`config.mk`:
```
export PLATFORM = sky130hd
export DESIGN_NAME = clock_select_reset_control
export DESIGN_NICKNAME = d
export VERILOG_FILES = /design/src/clock_reset_pkg.sv /design/src/clock_select_reset_control.sv
export VERILOG_INCLUDE_DIRS = /design/src
export SDC_FILE = /design/constraint.sdc
export NUM_CORES = 1
export LEC_CHECK = 0
export BUFFER_PORTS_ARGS = -buffer_cell sky130_fd_sc_hd__clkbuf_2
export CAP_MARGIN = 20
export CELL_PAD_IN_SITES_DETAIL_PLACEMENT = 1
export CELL_PAD_IN_SITES_GLOBAL_PLACEMENT = 2
export CORE_MARGIN = 2
export CORE_UTILIZATION = 34
export CTS_BUF_LIST = sky130_fd_sc_hd__clkbuf_4 sky130_fd_sc_hd__clkbuf_8
export CTS_CLUSTER_SIZE = 28
export DETAILED_ROUTE_END_ITERATION = 12
export PLACE_DENSITY = 0.93
export SETUP_SLACK_MARGIN = 0.05
export SLEW_MARGIN = 20
export SYNTH_ARGS = -nofsm -noshare
export SYNTH_HDL_FRONTEND = slang
export SYNTH_SLANG_ARGS = --single-unit
```
`constraint.sdc`:
```
create_clock -name aclk -period 5.9 [get_ports aclk]
set_input_delay 0.295 -clock aclk [delete_from_list [all_inputs] [get_ports aclk]]
set_output_delay 0.295 -clock aclk [all_outputs]
set_load 0.1 [all_outputs]
```
`src/clock_reset_cfg.svh`:
```
// Register indices, field positions, reset values and timer constants.
`ifndef CLOCK_RESET_CFG_SVH
`define CLOCK_RESET_CFG_SVH

// ----------------------------------------------------------------------
// Register indices (byte address is four times the index)
// ----------------------------------------------------------------------
`define CLOCK_RESET_CONTROL_IDX 24'hfffc40
`define FAST_CLOCK_PRESCALER_IDX 24'hfffc42
`define SLOW_CLOCK_PRESCALER_IDX 24'hfffc44
`define AUX_CLOCK_PRESCALER_IDX 24'hfffc46
`define EVENT_STATUS_IDX 24'hfffc48
`define EVENT_MASK_IDX 24'hfffc4a

// ----------------------------------------------------------------------
// Control and auxiliary prescaler register fields
// ----------------------------------------------------------------------
`define SLOW_SOURCE_BIT 0
`define FAST_SOURCE_BIT 1
`define PLL_POWER_DOWN_BIT 2
`define AUX_ONE_ENABLE_BIT 3
`define AUX_TWO_ENABLE_BIT 4
`define POWER_ON_FLAG_BIT 5
`define AUX_ONE_DIV_LSB 0
`define AUX_TWO_DIV_LSB 4

// ----------------------------------------------------------------------
// Reset values
// ----------------------------------------------------------------------
`define CLOCK_RESET_CONTROL_RST 8'h26
`define FAST_CLOCK_PRESCALER_RST 8'h4f
`define SLOW_CLOCK_PRESCALER_RST 8'hb6
`define AUX_CLOCK_PRESCALER_RST 8'hff
`define EVENT_MASK_RST 3'h0

// ----------------------------------------------------------------------
// Timers
// ----------------------------------------------------------------------
`define STARTUP_TIMER_WIDTH 14
`define STARTUP_TIMER_PRESET 14'h3fff

`endif

```
`src/clock_reset_pkg.sv`:
```
// Types shared by the clock-select and reset-control block.
package clock_reset_pkg;

   // -------------------------------------------------------------------
   // Register layouts
   // -------------------------------------------------------------------
   typedef struct packed {
      logic [1:0] reserved;
      logic power_on_flag;
      logic aux_two_enable;
      logic aux_one_enable;
      logic pll_power_down;
      logic fast_source_select;
      logic slow_source_select;
   } control_s;

   typedef struct packed {
      logic write_refused;
      logic pll_became_stable;
      logic main_clock_became_good;
   } event_s;

   typedef enum logic [1:0] {
      resp_okay = 2'h0,
      resp_slverr = 2'h2
   } axi_resp_e;

endpackage : clock_reset_pkg

```
`src/clock_select_reset_control.sv`:
```
// Clock selection, auxiliary clock gating and reset control, AXI4-Lite.
//
// Overview of operation
// RULE1: Derive audio and transcoder clocks from main clock.
// RULE2: Power-up counter loads ones, counts after stability.
// RULE3: Release reset at zero count and pin high.
// RULE4: External source holds reset pin until clock stops.
// RULE5: Slow select: 0 prescaled main, 1 oscillator.
// RULE6: Fast select: 0 PLL, 1 main; resets 1.
// RULE7: Ignore clearing fast select while PLL down.
// RULE8: Fast select clears only after PLL stable.
// RULE9: Power-down bit stops PLL; resets to 1.
// RULE10: Ignore setting power-down while fast select clear.
// RULE11: Aux clock one runs when enabled, main good.
// RULE12: Aux clock two runs when enabled, main good.
// RULE13: Power-on flag set by power-up, cleared only.
// RULE14: Control register bit positions as specified.
// RULE15: Main oscillator stop presets timer; zero means good.
// RULE16: Aux clock divides main clock by field plus one.
// RULE17: Source switching and gating are glitch free.
`timescale 1ns/10ps
`include "clock_reset_cfg.svh"

module clock_select_reset_control
   import clock_reset_pkg::*;
#(
   parameter int ADDR_W = 32,
   parameter int TIMER_W = `STARTUP_TIMER_WIDTH,
   parameter logic [TIMER_W-1:0] TIMER_PRESET = `STARTUP_TIMER_PRESET
)
(
   input wire logic aclk,
   input wire logic aresetn,
   input wire logic [ADDR_W-1:0] awaddr,
   input wire logic [2:0] awprot,
   input wire logic awvalid,
   output logic awready,
   input wire logic [31:0] wdata,
   input wire logic [3:0] wstrb,
   input wire logic wvalid,
   output logic wready,
   output logic [1:0] bresp,
   output logic bvalid,
   input wire logic bready,
   input wire logic [ADDR_W-1:0] araddr,
   input wire logic [2:0] arprot,
   input wire logic arvalid,
   output logic arready,
   output logic [31:0] rdata,
   output logic [1:0] rresp,
   output logic rvalid,
   input wire logic rready,
   input wire logic stop_main_osc,
   input wire logic main_osc_running,
   input wire logic reset_pin_n,
   input wire logic pll_stable,
   input wire logic slow_osc_in,
   output logic internal_reset_n,
   output logic main_clock_good,
   output logic pll_stop,
   output logic fast_source_select,
   output logic [7:0] fast_clock_prescaler,
   output logic slow_clock,
   output logic [1:0] aux_clock,
   output logic [1:0] aux_tick,
   output logic irq
);

   // -------------------------------------------------------------------
   // Address map
   // -------------------------------------------------------------------
   localparam logic [ADDR_W-1:0] ADDR_CTRL =
      ADDR_W'(32'(`CLOCK_RESET_CONTROL_IDX) << 2);
   localparam logic [ADDR_W-1:0] ADDR_FAST =
      ADDR_W'(32'(`FAST_CLOCK_PRESCALER_IDX) << 2);
   localparam logic [ADDR_W-1:0] ADDR_SLOW =
      ADDR_W'(32'(`SLOW_CLOCK_PRESCALER_IDX) << 2);
   localparam logic [ADDR_W-1:0] ADDR_AUX =
      ADDR_W'(32'(`AUX_CLOCK_PRESCALER_IDX) << 2);
   localparam logic [ADDR_W-1:0] ADDR_STAT =
      ADDR_W'(32'(`EVENT_STATUS_IDX) << 2);
   localparam logic [ADDR_W-1:0] ADDR_MASK =
      ADDR_W'(32'(`EVENT_MASK_IDX) << 2);

   control_s control;
   logic [7:0] slow_clock_prescaler;
   logic [7:0] aux_clock_prescaler;
   event_s event_status;
   event_s event_mask;
   event_s event_set;
   logic [TIMER_W-1:0] startup_timer;
   logic pll_stable_q;
   logic main_good_q;

   // -------------------------------------------------------------------
   // AXI4-Lite write channel
   // -------------------------------------------------------------------
   logic aw_held;
   logic w_held;
   logic [ADDR_W-1:0] aw_addr_q;
   logic [31:0] w_data_q;
   logic w_lane0_q;
   logic aw_take;
   logic w_take;
   logic do_write;
   logic [ADDR_W-1:0] wr_addr;
   logic [7:0] wr_byte;
   logic wr_lane0;
   logic wr_mapped;

   assign awready = !aw_held && !bvalid;
   assign wready = !w_held && !bvalid;
   assign aw_take = awvalid && awready;
   assign w_take = wvalid && wready;
   assign do_write = (aw_held || aw_take) && (w_held || w_take);
   assign wr_addr = aw_held ? aw_addr_q : awaddr;
   assign wr_byte = w_held ? w_data_q[7:0] : wdata[7:0];
   assign wr_lane0 = w_held ? w_lane0_q : wstrb[0];
   assign wr_mapped = (wr_addr == ADDR_CTRL) || (wr_addr == ADDR_FAST) ||
      (wr_addr == ADDR_SLOW) || (wr_addr == ADDR_AUX) ||
      (wr_addr == ADDR_STAT) || (wr_addr == ADDR_MASK);

   always_ff @(posedge aclk)
   begin
      if (!aresetn)
      begin
         aw_held <= 1'b0;
         w_held <= 1'b0;
         aw_addr_q <= '0;
         w_data_q <= 32'h0;
         w_lane0_q <= 1'b0;
      end
      else if (do_write)
      begin
         aw_held <= 1'b0;
         w_held <= 1'b0;
      end
      else
      begin
         if (aw_take)
         begin
            aw_held <= 1'b1;
            aw_addr_q <= awaddr;
         end
         if (w_take)
         begin
            w_held <= 1'b1;
            w_data_q <= wdata;
            w_lane0_q <= wstrb[0];
         end
      end
   end

   always_ff @(posedge aclk)
   begin
      if (!aresetn)
      begin
         bvalid <= 1'b0;
         bresp <= resp_okay;
      end
      else if (do_write)
      begin
         bvalid <= 1'b1;
         bresp <= wr_mapped ? resp_okay : resp_slverr;
      end
      else if (bready)
      begin
         bvalid <= 1'b0;
      end
   end

   // -------------------------------------------------------------------
   // AXI4-Lite read channel
   // -------------------------------------------------------------------
   logic [7:0] rd_byte;
   logic rd_mapped;

   assign arready = !rvalid;

   always_comb
   begin
      rd_mapped = 1'b1;
      rd_byte = 8'h00;
      case (araddr)
         ADDR_CTRL: rd_byte = {2'b00, control[5:0]};
         ADDR_FAST: rd_byte = fast_clock_prescaler;
         ADDR_SLOW: rd_byte = slow_clock_prescaler;
         ADDR_AUX: rd_byte = aux_clock_prescaler;
         ADDR_STAT: rd_byte = {5'h00, event_status};
         ADDR_MASK: rd_byte = {5'h00, event_mask};
         default: rd_mapped = 1'b0;
      endcase
   end

   always_ff @(posedge aclk)
   begin
      if (!aresetn)
      begin
         rvalid <= 1'b0;
         rdata <= 32'h0;
         rresp <= resp_okay;
      end
      else if (arvalid && arready)
      begin
         rvalid <= 1'b1;
         rdata <= {24'h000000, rd_byte};
         rresp <= rd_mapped ? resp_okay : resp_slverr;
      end
      else if (rready)
      begin
         rvalid <= 1'b0;
      end
   end

   // -------------------------------------------------------------------
   // Control register with PLL interlocks
   // -------------------------------------------------------------------
   logic ctrl_wr;
   logic fast_clear_refused;
   logic pwd_set_refused;

   assign ctrl_wr = do_write && wr_lane0 && (wr_addr == ADDR_CTRL);
   // Clearing the fast select needs the PLL powered and stable.
   // A write that also asks for power-down is judged as power-down set.
   assign fast_clear_refused = ctrl_wr && !wr_byte[`FAST_SOURCE_BIT] &&
      (control.pll_power_down || wr_byte[`PLL_POWER_DOWN_BIT] ||
      !pll_stable); // see RULE7 RULE8
   // The PLL may not stop while it drives the system clock.
   assign pwd_set_refused = ctrl_wr && wr_byte[`PLL_POWER_DOWN_BIT] &&
      !control.fast_source_select; // see RULE10

   always_ff @(posedge aclk)
   begin
      if (!aresetn)
      begin
         control <= `CLOCK_RESET_CONTROL_RST; // see RULE6 RULE9 RULE13
      end
      else if (ctrl_wr)
      begin
         // Field placement follows the control register layout.
         control.slow_source_select <=
            wr_byte[`SLOW_SOURCE_BIT]; // see RULE5 RULE14
         control.fast_source_select <= wr_byte[`FAST_SOURCE_BIT] ||
            fast_clear_refused; // see RULE7 RULE8
         if (!pwd_set_refused)
         begin
            control.pll_power_down <=
               wr_byte[`PLL_POWER_DOWN_BIT]; // see RULE10
         end
         control.aux_one_enable <= wr_byte[`AUX_ONE_ENABLE_BIT];
         control.aux_two_enable <= wr_byte[`AUX_TWO_ENABLE_BIT];
         // Writing one keeps the flag; only a zero clears it.
         control.power_on_flag <= control.power_on_flag &&
            wr_byte[`POWER_ON_FLAG_BIT]; // see RULE13
      end
   end

   assign fast_source_select = control.fast_source_select; // see RULE6
   assign pll_stop = control.pll_power_down; // see RULE9

   // -------------------------------------------------------------------
   // Prescaler registers
   // -------------------------------------------------------------------
   always_ff @(posedge aclk)
   begin
      if (!aresetn)
      begin
         fast_clock_prescaler <= `FAST_CLOCK_PRESCALER_RST;
         slow_clock_prescaler <= `SLOW_CLOCK_PRESCALER_RST;
         aux_clock_prescaler <= `AUX_CLOCK_PRESCALER_RST;
      end
      else if (do_write && wr_lane0)
      begin
         if (wr_addr == ADDR_FAST)
         begin
            fast_clock_prescaler <= wr_byte;
         end
         if (wr_addr == ADDR_SLOW)
         begin
            slow_clock_prescaler <= wr_byte;
         end
         if (wr_addr == ADDR_AUX)
         begin
            aux_clock_prescaler <= wr_byte;
         end
      end
   end

   // -------------------------------------------------------------------
   // Start-up timer and internal reset
   // -------------------------------------------------------------------
   // The same timer serves power-up and every restart of the oscillator.
   always_ff @(posedge aclk)
   begin
      if (!aresetn || stop_main_osc)
      begin
         startup_timer <= TIMER_PRESET; // see RULE2 RULE15
      end
      else if (main_osc_running && (startup_timer != '0))
      begin
         startup_timer <= startup_timer - 1'b1; // see RULE2 RULE15
      end
   end

   always_ff @(posedge aclk)
   begin
      if (!aresetn)
      begin
         main_good_q <= 1'b0;
         internal_reset_n <= 1'b0;
      end
      else
      begin
         main_good_q <= (startup_timer == '0); // see RULE15
         // The pin is trusted to stay low until the clock dies.
         internal_reset_n <= (startup_timer == '0) &&
            reset_pin_n; // see RULE3 RULE4
      end
   end

   assign main_clock_good = main_good_q;

   // -------------------------------------------------------------------
   // Slow clock prescaler and glitch-free source mux
   // -------------------------------------------------------------------
   logic [7:0] slow_cnt;
   logic presc_clk;
   logic slow_active_sel;

   // The prescaler stops once the oscillator has taken over.
   always_ff @(posedge aclk)
   begin
      if (!aresetn || slow_active_sel)
      begin
         slow_cnt <= 8'h00;
         presc_clk <= 1'b0;
      end
      else if (slow_cnt == slow_clock_prescaler)
      begin
         slow_cnt <= 8'h00;
         presc_clk <= !presc_clk;
      end
      else
      begin
         slow_cnt <= slow_cnt + 8'h01;
      end
   end

   // Sources change over only while both are low, so no runt appears.
   always_ff @(posedge aclk)
   begin
      if (!aresetn)
      begin
         slow_active_sel <= 1'b0;
         slow_clock <= 1'b0;
      end
      else
      begin
         if ((slow_active_sel != control.slow_source_select) &&
            !presc_clk && !slow_osc_in)
         begin
            slow_active_sel <= control.slow_source_select; // see RULE17
         end
         slow_clock <= slow_active_sel ? slow_osc_in :
            presc_clk; // see RULE5
      end
   end

   // -------------------------------------------------------------------
   // Auxiliary clocks
   // -------------------------------------------------------------------
   logic [3:0] aux_div [2];
   logic [3:0] aux_cnt [2];
   logic [1:0] aux_gate;
   logic [1:0] aux_run;

   assign aux_div[0] = aux_clock_prescaler[`AUX_ONE_DIV_LSB +: 4];
   assign aux_div[1] = aux_clock_prescaler[`AUX_TWO_DIV_LSB +: 4];
   assign aux_gate[0] = control.aux_one_enable && main_good_q; // see RULE11
   assign aux_gate[1] = control.aux_two_enable && main_good_q; // see RULE12

   // A period always runs to its end, so gating never cuts a pulse short.
   // A divisor of zero leaves the clock low; the tick then fires each cycle.
   generate
      for (genvar i = 0; i < 2; i++)
      begin : g_aux
         always_ff @(posedge aclk)
         begin
            if (!aresetn)
            begin
               aux_cnt[i] <= 4'h0;
               aux_run[i] <= 1'b0;
               aux_clock[i] <= 1'b0;
               aux_tick[i] <= 1'b0;
            end
            else if (aux_cnt[i] == 4'h0)
            begin
               aux_run[i] <= aux_gate[i]; // see RULE1 RULE17
               aux_tick[i] <= aux_gate[i];
               aux_cnt[i] <= aux_gate[i] ? aux_div[i] : 4'h0; // see RULE16
               aux_clock[i] <= aux_gate[i] && (aux_div[i] != 4'h0);
            end
            else
            begin
               aux_tick[i] <= 1'b0;
               aux_cnt[i] <= aux_cnt[i] - 4'h1;
               aux_clock[i] <= (aux_cnt[i] - 4'h1) > (aux_div[i] >> 1);
            end
         end
      end
   endgenerate

   // -------------------------------------------------------------------
   // Event status, mask and interrupt
   // -------------------------------------------------------------------
   always_ff @(posedge aclk)
   begin
      if (!aresetn)
      begin
         pll_stable_q <= 1'b0;
      end
      else
      begin
         pll_stable_q <= pll_stable;
      end
   end

   assign event_set.main_clock_became_good =
      (startup_timer == '0) && !main_good_q;
   assign event_set.pll_became_stable = pll_stable && !pll_stable_q;
   assign event_set.write_refused = fast_clear_refused || pwd_set_refused;

   // A new event outranks a clear in the same cycle.
   always_ff @(posedge aclk)
   begin
      if (!aresetn)
      begin
         event_status <= '0;
         event_mask <= `EVENT_MASK_RST;
      end
      else
      begin
         if (do_write && wr_lane0 && (wr_addr == ADDR_STAT))
         begin
            event_status <= (event_status & ~wr_byte[2:0]) | event_set;
         end
         else
         begin
            event_status <= event_status | event_set;
         end
         if (do_write && wr_lane0 && (wr_addr == ADDR_MASK))
         begin
            event_mask <= wr_byte[2:0];
         end
      end
   end

   assign irq = |(event_status & event_mask);
endmodule : clock_select_reset_control

```
# --- Word-level counts from Yosys, hierarchy flattened ---
# Memory sizes are Yosys's and may differ from the RTL's.
# Index checks and enable logic that the tools add are counted.
classes:
  addsub: 4
  multipliers: 0
  div_mod_pow: 0
  order_cmp: 2
  n_eq_ne: 14
  shift: 0
  n_mux: 34
  n_bitwise: 12
  n_reduce_logical: 70
ops:
  columns: ["operator", "count"]
  rows:
  - ["equality test 32 x 26 -> 1 bit (second input constant)", 12]
  - ["case mux 8 bit (6 select lines)", 1]
  - ["two-way mux 32 bit", 1]
  - ["logical AND 1 bit", 25]
  - ["two-way mux 4 bit", 6]
  - ["two-way mux 1 bit", 22]
  - ["AND reduction 2 bit", 8]
  - ["logical NOT 14 bit", 1]
  - ["nonzero test 14 bit", 1]
  - ["subtractor 14 x 1 -> 14 bit (second input constant)", 1]
  - ["logical OR 1 bit", 13]
  - ["logical NOT 1 bit", 12]
  - ["adder 8 x 1 -> 8 bit (second input constant)", 1]
  - ["equality test 8 bit", 1]
  - ["> comparator 4 x 3 -> 1 bit", 2]
  - ["logical NOT 4 bit", 2]
  - ["two-way mux 8 bit", 1]
  - ["nonzero test 4 bit", 2]
  - ["subtractor 4 x 1 -> 4 bit (second input constant)", 2]
  - ["bitwise AND 3 bit", 2]
  - ["OR 3 bit", 2]
  - ["OR reduction 6 bit", 1]
  - ["two-way mux 2 bit", 2]
  - ["OR 1 bit", 4]
  - ["7 further kinds", 11]
word_totals:
  reg_bits: 125
  latch_bits: 0
  mem_bits_rw: 8
  romBits: 0
  input_bits: 118
  out_inout_bits: 59
  word_cells: 174
  n_memories: 1
mem_list:
  columns: ["memory", "depth", "word_bits", "rd", "rd_ports_with_merged_regs", "write_ports", "line_no", "text"]
  rows:
  - ["aux_cnt", 2, 4, 2, 0, 2, "clock_select_reset_control.sv:373", "logic [3:0] aux_cnt [2];"]

# --- Depth between registers and ports, before layout ---
# Gate-level depths: netlist (run 1).
logic_depth:
  depth_word: 12
  ltp_mapped: 8
  depth_no_buf: 8

# --- Least setup slack after synthesis (run 1) ---
# No wires, ideal clock.
synth_timing:
  kind: "register to register"
  start: "reg rvalid"
  end: "reg rdata[0]"
  setup_time_ns: 0.128
  arrival_time_ns: 2.638
  required_ns: 5.772
  setup_slack_ns: 3.134
  stages_incl_launch_ff: 7
  n_path_buf: 1
  period_less_slack_ns: 2.766
  path_cell_list: "dfxtp_1 -> inv_1 -> nand2_1 -> clkbuf_1 -> or3_1 -> a2bb2oi_1 -> nor2_1"
synth_via:
  elab_chain_cells: 2
synth_lines:
  columns: ["element", "line_no", "text"]
  rows:
  - ["start: declaration", "clock_select_reset_control.sv:51", "output logic rvalid,"]
  - ["start signal: assignment", "clock_select_reset_control.sv:199", "rvalid <= 1'b0;"]
  - ["start signal: assignment", "clock_select_reset_control.sv:205", "rvalid <= 1'b1;"]
  - ["start signal: assignment", "clock_select_reset_control.sv:211", "rvalid <= 1'b0;"]
  - ["logical NOT 1 bit", "clock_select_reset_control.sv:178", "assign arready = !rvalid;"]
  - ["named net arready", "clock_select_reset_control.sv:48", "output logic arready,"]
  - ["logical AND 1 bit", "clock_select_reset_control.sv:203", "else if (arvalid && arready)"]
  - ["end signal: assignment", "clock_select_reset_control.sv:206", "rdata <= {24'h000000, rd_byte};"]
  - ["end: declaration", "clock_select_reset_control.sv:49", "output logic [31:0] rdata,"]
# The timed path passes the listed nets, and every way through them passes these cells.
# A chain may end at the register's enable or synchronous reset.

# --- Final worst setup path (run 1) ---
layout_timing:
  start: "reg aw_held"
  end: "reg control[5] in the netlist's numbering"
layout_via:
  elab_chain_cells: 7
  elab_cells_between_ends: 9
  classes_between: "1 x eq/ne; 1 x mux; 7 x reduce/logical"
layout_lines:
  columns: ["element", "line_no", "text"]
  rows:
  - ["start: declaration", "clock_select_reset_control.sv:98", "logic aw_held;"]
  - ["start signal: assignment", "clock_select_reset_control.sv:127", "aw_held <= 1'b0;"]
  - ["start signal: assignment", "clock_select_reset_control.sv:135", "aw_held <= 1'b0;"]
  - ["start signal: assignment", "clock_select_reset_control.sv:142", "aw_held <= 1'b1;"]
  - ["parallel branches: the longest is 6 deep, another holds two-way mux 32 bit", null, null]
  - ["logical AND 1 bit (*)", "clock_select_reset_control.sv:222", "assign ctrl_wr = do_write && wr_lane0 && (wr_addr == ADDR_CTRL);"]
  - ["end signal: assignment", "clock_select_reset_control.sv:236", "control <= `CLOCK_RESET_CONTROL_RST;"]
  - ["end: declaration", "clock_select_reset_control.sv:85", "control_s control;"]
# Mark *: on every way between the ends.

==> results_dict.tcl, run 1 <==
set metrics [dict create \
    grt_max_degree 76 \
    worstPathRequired_ns 6.25 \
    leakagePower_nw 3.27 \
    cp.arrival_ns 3.13 \
    r2r_end "control[5]" \
    drc_errors 0 \
    cts_sinks 131 \
    routed_via_density 5.02 \
    netlist_area_um2 6420 \
    ir_drop_mv 0.129 \
    layout.nets 953 \
    final_area_um2 7550 \
    rsz0062_at_grt "false" \
    wl_mm 16.8 \
    core_um2 18600 \
    slew_headroom_pct 37.1 \
    ctsResizeCount 0 \
    dieArea_um2 20000 \
    numPortBuffers 117 \
    crit_cells 5 \
    critPathKind "reg -> reg" \
    setup.worst_path.end "control[5]" \
    fill_cells 2261 \
    grt_pass1_vias 5543 \
    crit_slowest_cell "dfxtp_1" \
    grtUsageTotal_pct 17.2 \
    synth_warnings 0 \
    ys_ff_latch 131 \
    ys_seq_area_share_pct 42.1 \
    path_buf_inv 0 \
    drt-initial-drc-count 204 \
    hold_start "reset_pin_n" \
    drive_gt1_share_pct 20.8 \
    grt_pass1_wl_mm 27.5 \
    worstMarginPinSlew_ns 0.941 \
    wire_per_inst_um 15.7 \
    hold_violations 0 \
    ioPinCount 177 \
    crit_start "aw_held" \
    clockBufferDepth 2 \
    dp_hpwl_mm 12.3 \
    critical_path.max_fanout 16 \
    cts_root_buf "clkbuf_8" \
    cts_made_buffers 17 \
    die_x_um 141 \
    ff2ff_path_depth 5 \
    hp-class "in -> reg" \
    cts-htree-levels 4 \
    tns_ns 0 \
    syn_area_per_cell_um2 8.95 \
    skew_ns 0.0133 \
    async_reset_ff_share_pct 0 \
    crit_path_start_kind "flip-flop" \
    drv_slew 0 \
    holdBufCountCts 1 \
    clkLatencyLatePin_ns 0.46 \
    area_growth_pct 17.5 \
    finalCriticalPeriod_ns 2.78 \
    overflow 0 \
    cpPeakStageDelay_ns 0.75 \
    num_rows 50 \
    start_util_pct 34.5 \
    synth-edff-count 8 \
    gp_congestion 0.778 \
    synth_flop_cell "dfxtp_1" \
    die_height_um 141 \
    ff2ff_setup_slack_ns 3.12 \
    p_per_area_nw_per_um2 282 \
    post-cts-setup-buffers 0 \
    critical_path.cell_chain "or3b_1 -> a2111oi_4 -> and3_1 -> nand3_1 -> o22a_1" \
    antenna_left 0 \
    r2r-start "aw_held" \
    vias 5377 \
    syn_inst 718 \
    final.period_utilization_pct 47.1 \
    clk_pin_slew_ns 0.08 \
    drv_cap 0 \
    critPathTopFamily "simple AND/OR/NAND/NOR gates" \
    synth_cell_types 65 \
    placed_area_um2 7100 \
    tritoncts "built" \
    antenna_cells 0 \
    total_power_w 0.00213 \
    worst_setup_path_end_kind "flip-flop" \
    status "finished clean" \
    setup_violations 0 \
    dr.pass1.iters 4 \
    antenna_found_initial 0 \
    fmax_mhz 360 \
]
## worst reg2reg max path, cell delays in order, from the launching register on
cell,delay (ns)
dfxtp_1,0.75
or3b_1,0.47
a2111oi_4,0.42
and3_1,0.36
nand3_1,0.37
o22a_1,0.29
## registers in the layout (all words and copies together) (netlist names), 2 cells and up
| signal | flops |
|---|---|
| fast_clock_prescaler | 8 |
| aux_clock | 2 |
| control | 4 |
| rdata | 8 |
| event_mask | 3 |
| startup_timer | 14 |
| slow_cnt | 8 |
| w_data_q | 8 |
| aw_addr_q | 32 |
| aux_cnt | 8 |
| aux_clock_prescaler | 8 |
| slow_clock_prescaler | 8 |
| aux_tick | 2 |
| event_status | 3 |
## logic make-up (layout without fill, tap and decap cells)
group                    Yosys count  in the layout  synth area share [%]
buffers and inverters             88            176                  6.74
other                              2             34                 0.117
flip-flops                       131            131                  42.1
XOR/XNOR                          26             26                  3.54
multiplexers                      68             68                  11.7
AND/OR/NAND/NOR                  295            295                  23.2
AO/OA/AOI/OAI                     98             98                  10.7
adder cells (fa/ha/maj)           10             10                  1.95
## per-stage QoR
| stage | setup slack (ns) | std cells | hold slack [ns] | utilization (%) |
|---|---|---|---|---|
| floorplan | 3.13 | 750 | 0.395 | - |
| global placement | 3.16 | 1039 | 0.413 | 38.1 |
| detailed placement | 3.18 | 1039 | 0.428 | 38.1 |
| CTS | 3.16 | 1072 | 0.0157 | 40.5 |
| global route | 2.98 | 1072 | 0.0186 | 40.5 |
| finish | 3.12 | 1072 | 0.0370 | 40.5 |
## layout by cell type (no fill, tap or decap), types with 14 or more instances in the layout
cell type	instances
a21oi_1	37
nor2_1	65
nand2b_1	15
nand2_1	109
inv_1	22
conb_1	34
mux2i_1	57
nand4_1	14
clkbuf_8	17
clkbuf_2	117
nand3_1	15
dfxtp_1	123
## how the worst min path moves through the flow
stage | to | cells after the start
2_1_floorplan | rvalid | 1
3_3_place_gp | event_status[1] | 1
3_5_place_dp | event_status[1] | 1
4_1_cts | internal_reset_n | 2
5_1_grt | internal_reset_n | 2
6_report | internal_reset_n | 2
## synth_stat cells, drive strengths merged (3+ instances only)
master / n / share of area (%)
a2111oi: 3 / 0.99
a211oi: 4 / 0.66
a21o: 4 / 0.47
a21oi: 37 / 2.9
a22o: 7 / 0.95
a22oi: 6 / 0.70
a2bb2oi: 3 / 0.41
and2: 5 / 0.49
and3: 5 / 0.49
and4: 4 / 0.55
buf: 36 / 3.7
clkbuf: 29 / 1.7
dfxtp: 123 / 38
edfxtp: 8 / 3.7
ha: 10 / 1.9
inv: 23 / 1.3
mux2: 8 / 1.8
mux2i: 57 / 8.9
mux4: 3 / 1.1
nand2: 109 / 6.4
nand2b: 15 / 1.5
nand3: 17 / 1.7
nand3b: 4 / 0.47
nand4: 14 / 1.4
nand4b: 4 / 0.55
nor2: 65 / 3.8
nor3: 11 / 0.86
nor4: 9 / 0.88
o21ai: 11 / 0.86
o22ai: 5 / 0.49
o31ai: 3 / 0.35
or3: 8 / 0.86
or4: 10 / 1.2
xnor2: 13 / 1.8
xor2: 13 / 1.8
## where the power goes
group	leakage (nW)	total, W	internal [W]	switching, W
logic	1.98	0.000329	0.0000886	0.000241
registers	1.08	0.000947	0.000922	0.0000247
clock network	0.213	0.000850	0.000464	0.000386
total	3.27	0.00213	0.00147	0.000651
## area by class of cell
cell class / instances / area, um^2 / area share, %
clock buffers: 17 / 234 / 3.10
multi-input cells: 531 / 3410 / 45.2
well taps: 234 / 293 / 3.88
flip-flops and latches: 131 / 2700 / 35.8
inverters: 23 / 86.3 / 1.14
clock inverters: 15 / 206 / 2.73
repair buffers: 121 / 618 / 8.19
## per-layer routing
metal / vias to the layer above / global-route usage (%) / routed length (um)
met5: - / 0 / 0
met4: 0 / 6.32 / 313
met3: 25 / 3.98 / 753
met2: 118 / 27.8 / 7530
met1: 2565 / 22.3 / 8180
li1: 2669 / - / -
Power figures use the tool's default switching activity.
==> run 2, diff against run 1 <==
--- a/config.mk
+++ b/config.mk
@@ -6,16 +6,17 @@
 export SDC_FILE = /design/constraint.sdc
 export NUM_CORES = 1
 export LEC_CHECK = 0
+export ABC_AREA = 1
 export BUFFER_PORTS_ARGS = -buffer_cell sky130_fd_sc_hd__clkbuf_2
 export CAP_MARGIN = 20
 export CELL_PAD_IN_SITES_DETAIL_PLACEMENT = 1
 export CELL_PAD_IN_SITES_GLOBAL_PLACEMENT = 2
 export CORE_MARGIN = 2
-export CORE_UTILIZATION = 34
+export CORE_UTILIZATION = 27
 export CTS_BUF_LIST = sky130_fd_sc_hd__clkbuf_4 sky130_fd_sc_hd__clkbuf_8
 export CTS_CLUSTER_SIZE = 28
 export DETAILED_ROUTE_END_ITERATION = 12
-export PLACE_DENSITY = 0.93
+export PLACE_DENSITY = 0.84
 export SETUP_SLACK_MARGIN = 0.05
 export SLEW_MARGIN = 20
 export SYNTH_ARGS = -nofsm -noshare
==> constraint.sdc (replaced) <==
create_clock -name aclk -period 2.4 [get_ports aclk]
set_input_delay 0.12 -clock aclk [delete_from_list [all_inputs] [get_ports aclk]]
set_output_delay 0.12 -clock aclk [all_outputs]
set_load 0.1 [all_outputs]
==> run 2 against run 1 <==
Against the previous run:
- die area is 37% higher
- core utilization shrank 5.9 points
- first-iteration DRC count up 40%
- hold slack gained 0.024 ns
- sequential share of layout area down 5.6 points
- worst setup slack lost 2.8 ns
- flip-flop and latch count unchanged
- final cell count rose by 44%
- sequential power rose to 2.6 times the previous value
- clock power rose to 2.8 times the previous value
- critical path type unchanged
- largest power group unchanged
==> results_dict.tcl, run 2 <==
set metrics [dict create \
    status "finished clean" \
    antenna_found_initial 0 \
    synth_flop_cell "dfxtp_1" \
    worstMarginPinSlew_ns 0.880 \
    post-place-ws_ns 0.222 \
    ys_ff_latch 131 \
    die_height_um 166 \
    antenna_left 0 \
    synth_top_family_by_area "simple AND/OR/NAND/NOR gates" \
    drv_slew 0 \
    grt_pass1_vias 7140 \
    area_growth_pct 26.9 \
    netlist_area_um2 7070 \
    cts_made_buffers 17 \
    clkLatencyLatePin_ns 0.46 \
    ys_seq_area_share_pct 38.2 \
    synth_cell_types 39 \
    synth_top_area_share_pct 34.8 \
    synth_top_area_cell "dfxtp_1" \
    syn_inst 1014 \
    start_util_pct 27.3 \
    gp_congestion 0.767 \
    top_register "aw_addr_q" \
    critPathKind "reg -> reg" \
    rsz0062_at_grt "false" \
    crit_start "aw_held" \
    cts_sinks 131 \
    grtUsageTotal_pct 15.4 \
    synthXorXnorAreaFrac_pct 2.48 \
    yosys.area_share.simple_pct 34.4 \
    crit_path_start_kind "flip-flop" \
    grt_max_degree 44 \
    synth_warnings 0 \
    tns_ns 0 \
    synth-edff-count 8 \
    drt-initial-drc-count 285 \
    numPortBuffers 117 \
    dp_hpwl_mm 15.6 \
    fin_ws_ns 0.361 \
    overflow 0 \
    core_um2 25900 \
    clockBufferDepth 2 \
    synth.most_common_cell "nand2_1" \
    leakagePower_nw 4.21 \
    largest_reg_flops 32 \
    placed_area_um2 8000 \
    syn_area_per_cell_um2 6.98 \
    ioPinCount 177 \
    slew_headroom_pct 40.7 \
    drv_cap 0 \
    grt_pass1_wl_mm 35.2 \
    worst_setup_path_end_kind "flip-flop" \
    routed_via_density 4.52 \
    cp.arrival_ns 2.40 \
    hold_violations 0 \
    skew_ns 0.0171 \
    worstPathRequired_ns 2.77 \
    p_per_area_nw_per_um2 687 \
    dieArea_um2 27500 \
    reg_top3 "aw_addr_q (32), startup_timer (14)" \
    setup_violations 0 \
    mostFrequentLayoutCells "228 x nand2_1, 137 x nor2_1, 119 x dfxtp_1, 117 x clkbuf_2, 105 x inv_1" \
    post-cts-setup-buffers 0 \
    wl_mm 20.8 \
    fill_cells 3291 \
    hp-class "in -> reg" \
    cts-htree-levels 4 \
    synthTopCellsByArea "dfxtp_1 35%, nand2_1 12%, nor2_1 7.3%" \
    drive_gt1_share_pct 17.8 \
    tritoncts "built" \
    synth_mux_area_share_pct 0 \
    final.period_utilization_pct 85.0 \
    synth_compound_gate_area_share_pct 12.0 \
    drc_errors 0 \
    finalCriticalPeriod_ns 2.04 \
    final_common_cell "nand2_1" \
    final_area_um2 8980 \
    clk_pin_slew_ns 0.08 \
    vias 6965 \
    dr.pass1.iters 5 \
    postLayoutCoreUtil_pct 34.6 \
    synthAdderAreaFrac_pct 1.77 \
    num_rows 59 \
    hold_start "wvalid" \
    async_reset_ff_share_pct 0 \
    die_x_um 166 \
    wire_per_inst_um 13.5 \
    cts_root_buf "clkbuf_8" \
    ir_drop_mv 0.363 \
    layout.nets 1320 \
    fmax_mhz 490 \
    synthTopCellsByCount "228 x nand2_1, 138 x nor2_1, 123 x dfxtp_1" \
    critical_path.max_fanout 19 \
    r2r-start "aw_held" \
    antenna_cells 0 \
]
-- run 2: cell types whose count changed after synthesis, sizes merged, moves of 11 or more --
cell,before,now
nand2,109,235
inv,23,111
nor2,65,146
o21ai,11,78
mux2i,57,0
nand3,17,73
nand4,14,38
nand2b,15,0
a21oi,37,51
o211ai,2,15
clkbuf,29,18
-- run 2: power by group --
part | internal, W | switching, W | leakage, nW
clock network | 0.00139 | 0.000956 | 0.241
logic | 0.000373 | 0.000977 | 2.88
registers | 0.00236 | 0.000116 | 1.09
-- run 2: per-layer routing --
metal  vias up  GRT usage (%)  share of wire, %
li1       3608              -                 -
met1      3204           20.4                49
met2       131           25.2                45
met3        22           3.00               3.9
met4         0           4.91               1.6
met5         -              0                 0
-- run 2: through the flow --
step	cells	total power [W]	hold slack, ns
CTS	1540	0.00627	0.0376
detailed placement	1460	0.00382	0.328
finish	1540	0.00617	0.0615
global route	1540	0.00649	0.0668
global placement	1460	0.00380	0.321
floorplan	1046	0.00351	0.232
-- run 2: layout make-up --
cell class / count / area (um^2) / area share [%]
clock inverter: 14 / 248 / 2.76
tap: 335 / 419 / 4.67
timing repair buffer: 183 / 1210 / 13.5
sequential: 131 / 2710 / 30.2
inverter: 113 / 428 / 4.77
multi-input combinational: 746 / 3710 / 41.4
clock buffer: 18 / 248 / 2.76
-- run 2: critical path, stage by stage, from the launching register on --
cell     delay (ns)
dfxtp_2        0.43
buf_12         0.18
nand2_1        0.08
nor2_1         0.10
nand2_1        0.05
nand2_1        0.11
nand2_2        0.10
nor2_8         0.29
nand3_4        0.23
inv_2          0.15
nand2_1        0.06
a21oi_1        0.15
-- run 2: what timing repair did --
| item | CTS | global route |
|---|---|---|
| resized for setup | 0 | 2 |
| endpoints found under the hold margin | 50 | 0 |
| hold buffers | 48 | 0 |
| endpoints found under the setup margin | 0 | 5 |
-- run 2: kinds of logic after synthesis --
| family | after synthesis |
|---|---|
| fa+ha+maj | 10 |
| buf+inv | 169 |
| xor+xnor | 20 |
| other cells | 2 |
| simple gates | 534 |
| compound gates | 148 |
| flops | 131 |
-- run 2: worst paths after layout --
path,endpoint,cells after the start,slack (ns)
max reg2reg,fast_clock_prescaler[7],11,0.36
min,w_data_q[3],4,0.06
max,fast_clock_prescaler[7],11,0.36
min reg2reg,event_status[1],1,0.42
==> run 3, diff against run 2 <==
==> constraint.sdc (replaced) <==
create_clock -name aclk -period 1.8 [get_ports aclk]
set_input_delay 0.09 -clock aclk [delete_from_list [all_inputs] [get_ports aclk]]
set_output_delay 0.09 -clock aclk [all_outputs]
set_load 0.1 [all_outputs]
==> run 3 against run 2 <==
Against the previous run:
- die area is the same
- clock power rose by 15%
- hold slack lost 0.033 ns
- power rose by 31%
- largest power group unchanged
- wire length up 6.8%
- sequential share of layout area shrank 2.2 points
- sequential power up 33%
- flip-flop and latch count did not move
- largest cell class unchanged
==> results_dict.tcl, run 3 (synthesized netlist as in run 2, its figures left out) <==
set metrics [dict create \
    mostFrequentLayoutCells "198 x nand2_1, 127 x nor2_1, 119 x dfxtp_1, 116 x clkbuf_2, 98 x inv_1" \
    clk_pin_slew_ns 0.08 \
    numPortBuffers 117 \
    cts_sinks 131 \
    post-place-ws_ns -0.132 \
    antenna_left 0 \
    overflow 0 \
    status "finished clean" \
    drv_cap 0 \
    die_height_um 166 \
    cp.arrival_ns 2.14 \
    holdPathStages 4 \
    vias 7269 \
    worstPathRequired_ns 2.17 \
    critical_path.max_fanout 19 \
    finalCriticalPeriod_ns 1.77 \
    final_area_um2 9710 \
    antenna_cells 0 \
    critical_path.cell_chain "buf_12 -> nor2_2 -> nand2_1 -> nand2_2 -> inv_1 -> nor2_4 -> nand2_2 -> nor2_4 -> nand3_4 -> buf_4 -> o211ai_2" \
    layout.nets 1374 \
    tritoncts "built" \
    grtUsageTotal_pct 16.3 \
    worstMarginPinSlew_ns 0.592 \
    tns_ns 0 \
    leakagePower_nw 4.49 \
    reg_top3 "aw_addr_q (32), startup_timer (14)" \
    skew_ns 0.00972 \
    multiInputGateArea_um2 4050 \
    drt-initial-drc-count 225 \
    wire_per_inst_um 13.9 \
    clockBufferDepth 2 \
    die_x_um 166 \
    grt_pass1_vias 7384 \
    dieArea_um2 27500 \
    cpPeakStageDelay_ns 0.37 \
    ioPinCount 177 \
    dp_hpwl_mm 16.0 \
    placedCellCount 1495 \
    crit_path_start_kind "flip-flop" \
    p_per_area_nw_per_um2 834 \
    num_rows 59 \
    layout.area.seq_um2 2720 \
    ff2ff_path_depth 11 \
    cts_root_buf "clkbuf_8" \
    final_common_cell "nand2_1" \
    worst_setup_path_end_kind "flip-flop" \
    wl_mm 22.2 \
    total_power_w 0.00809 \
    clkLatencyLatePin_ns 0.44 \
    dr.pass1.iters 4 \
    routed_via_density 4.56 \
    critPathKind "reg -> reg" \
    drv_slew 0 \
    fmax_mhz 566 \
    largest_reg_flops 32 \
    fill_cells 3232 \
    hp-class "in -> reg" \
    grt_max_degree 74 \
    area_growth_pct 37.2 \
    setup_violations 0 \
    grt_pass1_wl_mm 37.0 \
    layout.cells.non_filler 1594 \
    core_um2 25900 \
    cts-htree-levels 4 \
    crit_slowest_cell "dfxtp_4" \
    drive_gt1_share_pct 26.2 \
    gp_congestion 0.813 \
    final.period_utilization_pct 98.2 \
    start_util_pct 27.3 \
    ff2ff_setup_slack_ns 0.03 \
    ir_drop_mv 0.602 \
    hold_violations 0 \
    rsz0062_at_grt "true" \
    cts_made_buffers 17 \
    antenna_found_initial 0 \
    fin_ws_ns 0.0326 \
    slew_headroom_pct 60.1 \
    top_register "aw_addr_q" \
    drc_errors 0 \
    placed_area_um2 8330 \
]
==> run 3: changes by cell type in the layout (fill, tap and decap cells not counted), moves of 7 or more <==
cell	change
o21ai_1	+9
nor2_1	-10
nand2_2	+25
inv_1	-7
nor2_4	+11
nand2_1	-30
o21ai_0	-9
buf_4	+43
==> run 3: what timing repair did <==
| item | in CTS | in global routing |
|---|---|---|
| setup endpoints to repair | 45 | 51 |
| hold endpoints to repair | 51 | 0 |
| hold buffers | 50 | 0 |
| cloned | 4 | 0 |
| setup buffers | 5 | 8 |
| resized for setup | 37 | 48 |
| pin swaps | 8 | 11 |
==> run 3: critical path: cells and delay by family (launching register included) <==
| family | cells | cell delay (ns) |
|---|---|---|
| simple gates | 7 | 0.79 |
| buf+inv | 3 | 0.42 |
| flops | 1 | 0.37 |
| compound gates | 1 | 0.12 |
==> run 3: final timing paths <==
kind | from | end
min | arvalid | rdata[6]
max reg2reg | aw_held | fast_clock_prescaler[0]
max | aw_held | fast_clock_prescaler[0]
min reg2reg | pll_stable_q | event_status[1]
==> run 3: area by class of cell <==
cell class | instances | share of cell area (%)
clock buffer | 20 | 2.77
clock inverter | 12 | 1.59
inverter | 113 | 4.51
multi-input combinational | 750 | 41.7
sequential | 131 | 28.0
tap | 335 | 4.32
timing repair buffer | 233 | 17.1
==> run 3: metrics by stage <==
| step | utilization (%) | hold WS, ns |
|---|---|---|
| floorplan | - | 0.202 |
| global placement | 32.1 | 0.292 |
| detailed placement | 32.1 | 0.305 |
| CTS | 36.6 | 0.00644 |
| global route | 37.5 | 0.0162 |
| finish | 37.5 | 0.0288 |
==> run 3: metal layers <==
metal	global-route usage, %	wire, um	up-vias
li1	-	-	3724
met1	21.3	10700	3380
met2	26.9	10300	137
met3	3.29	753	28
met4	5.44	421	0
met5	0	0	-
==> run 3: report_power, final <==
group,internal [W],switching [W],total [W]
clock network,0.00146,0.00123,0.00269
logic,0.000690,0.00142,0.00211
registers,0.00315,0.000142,0.00329
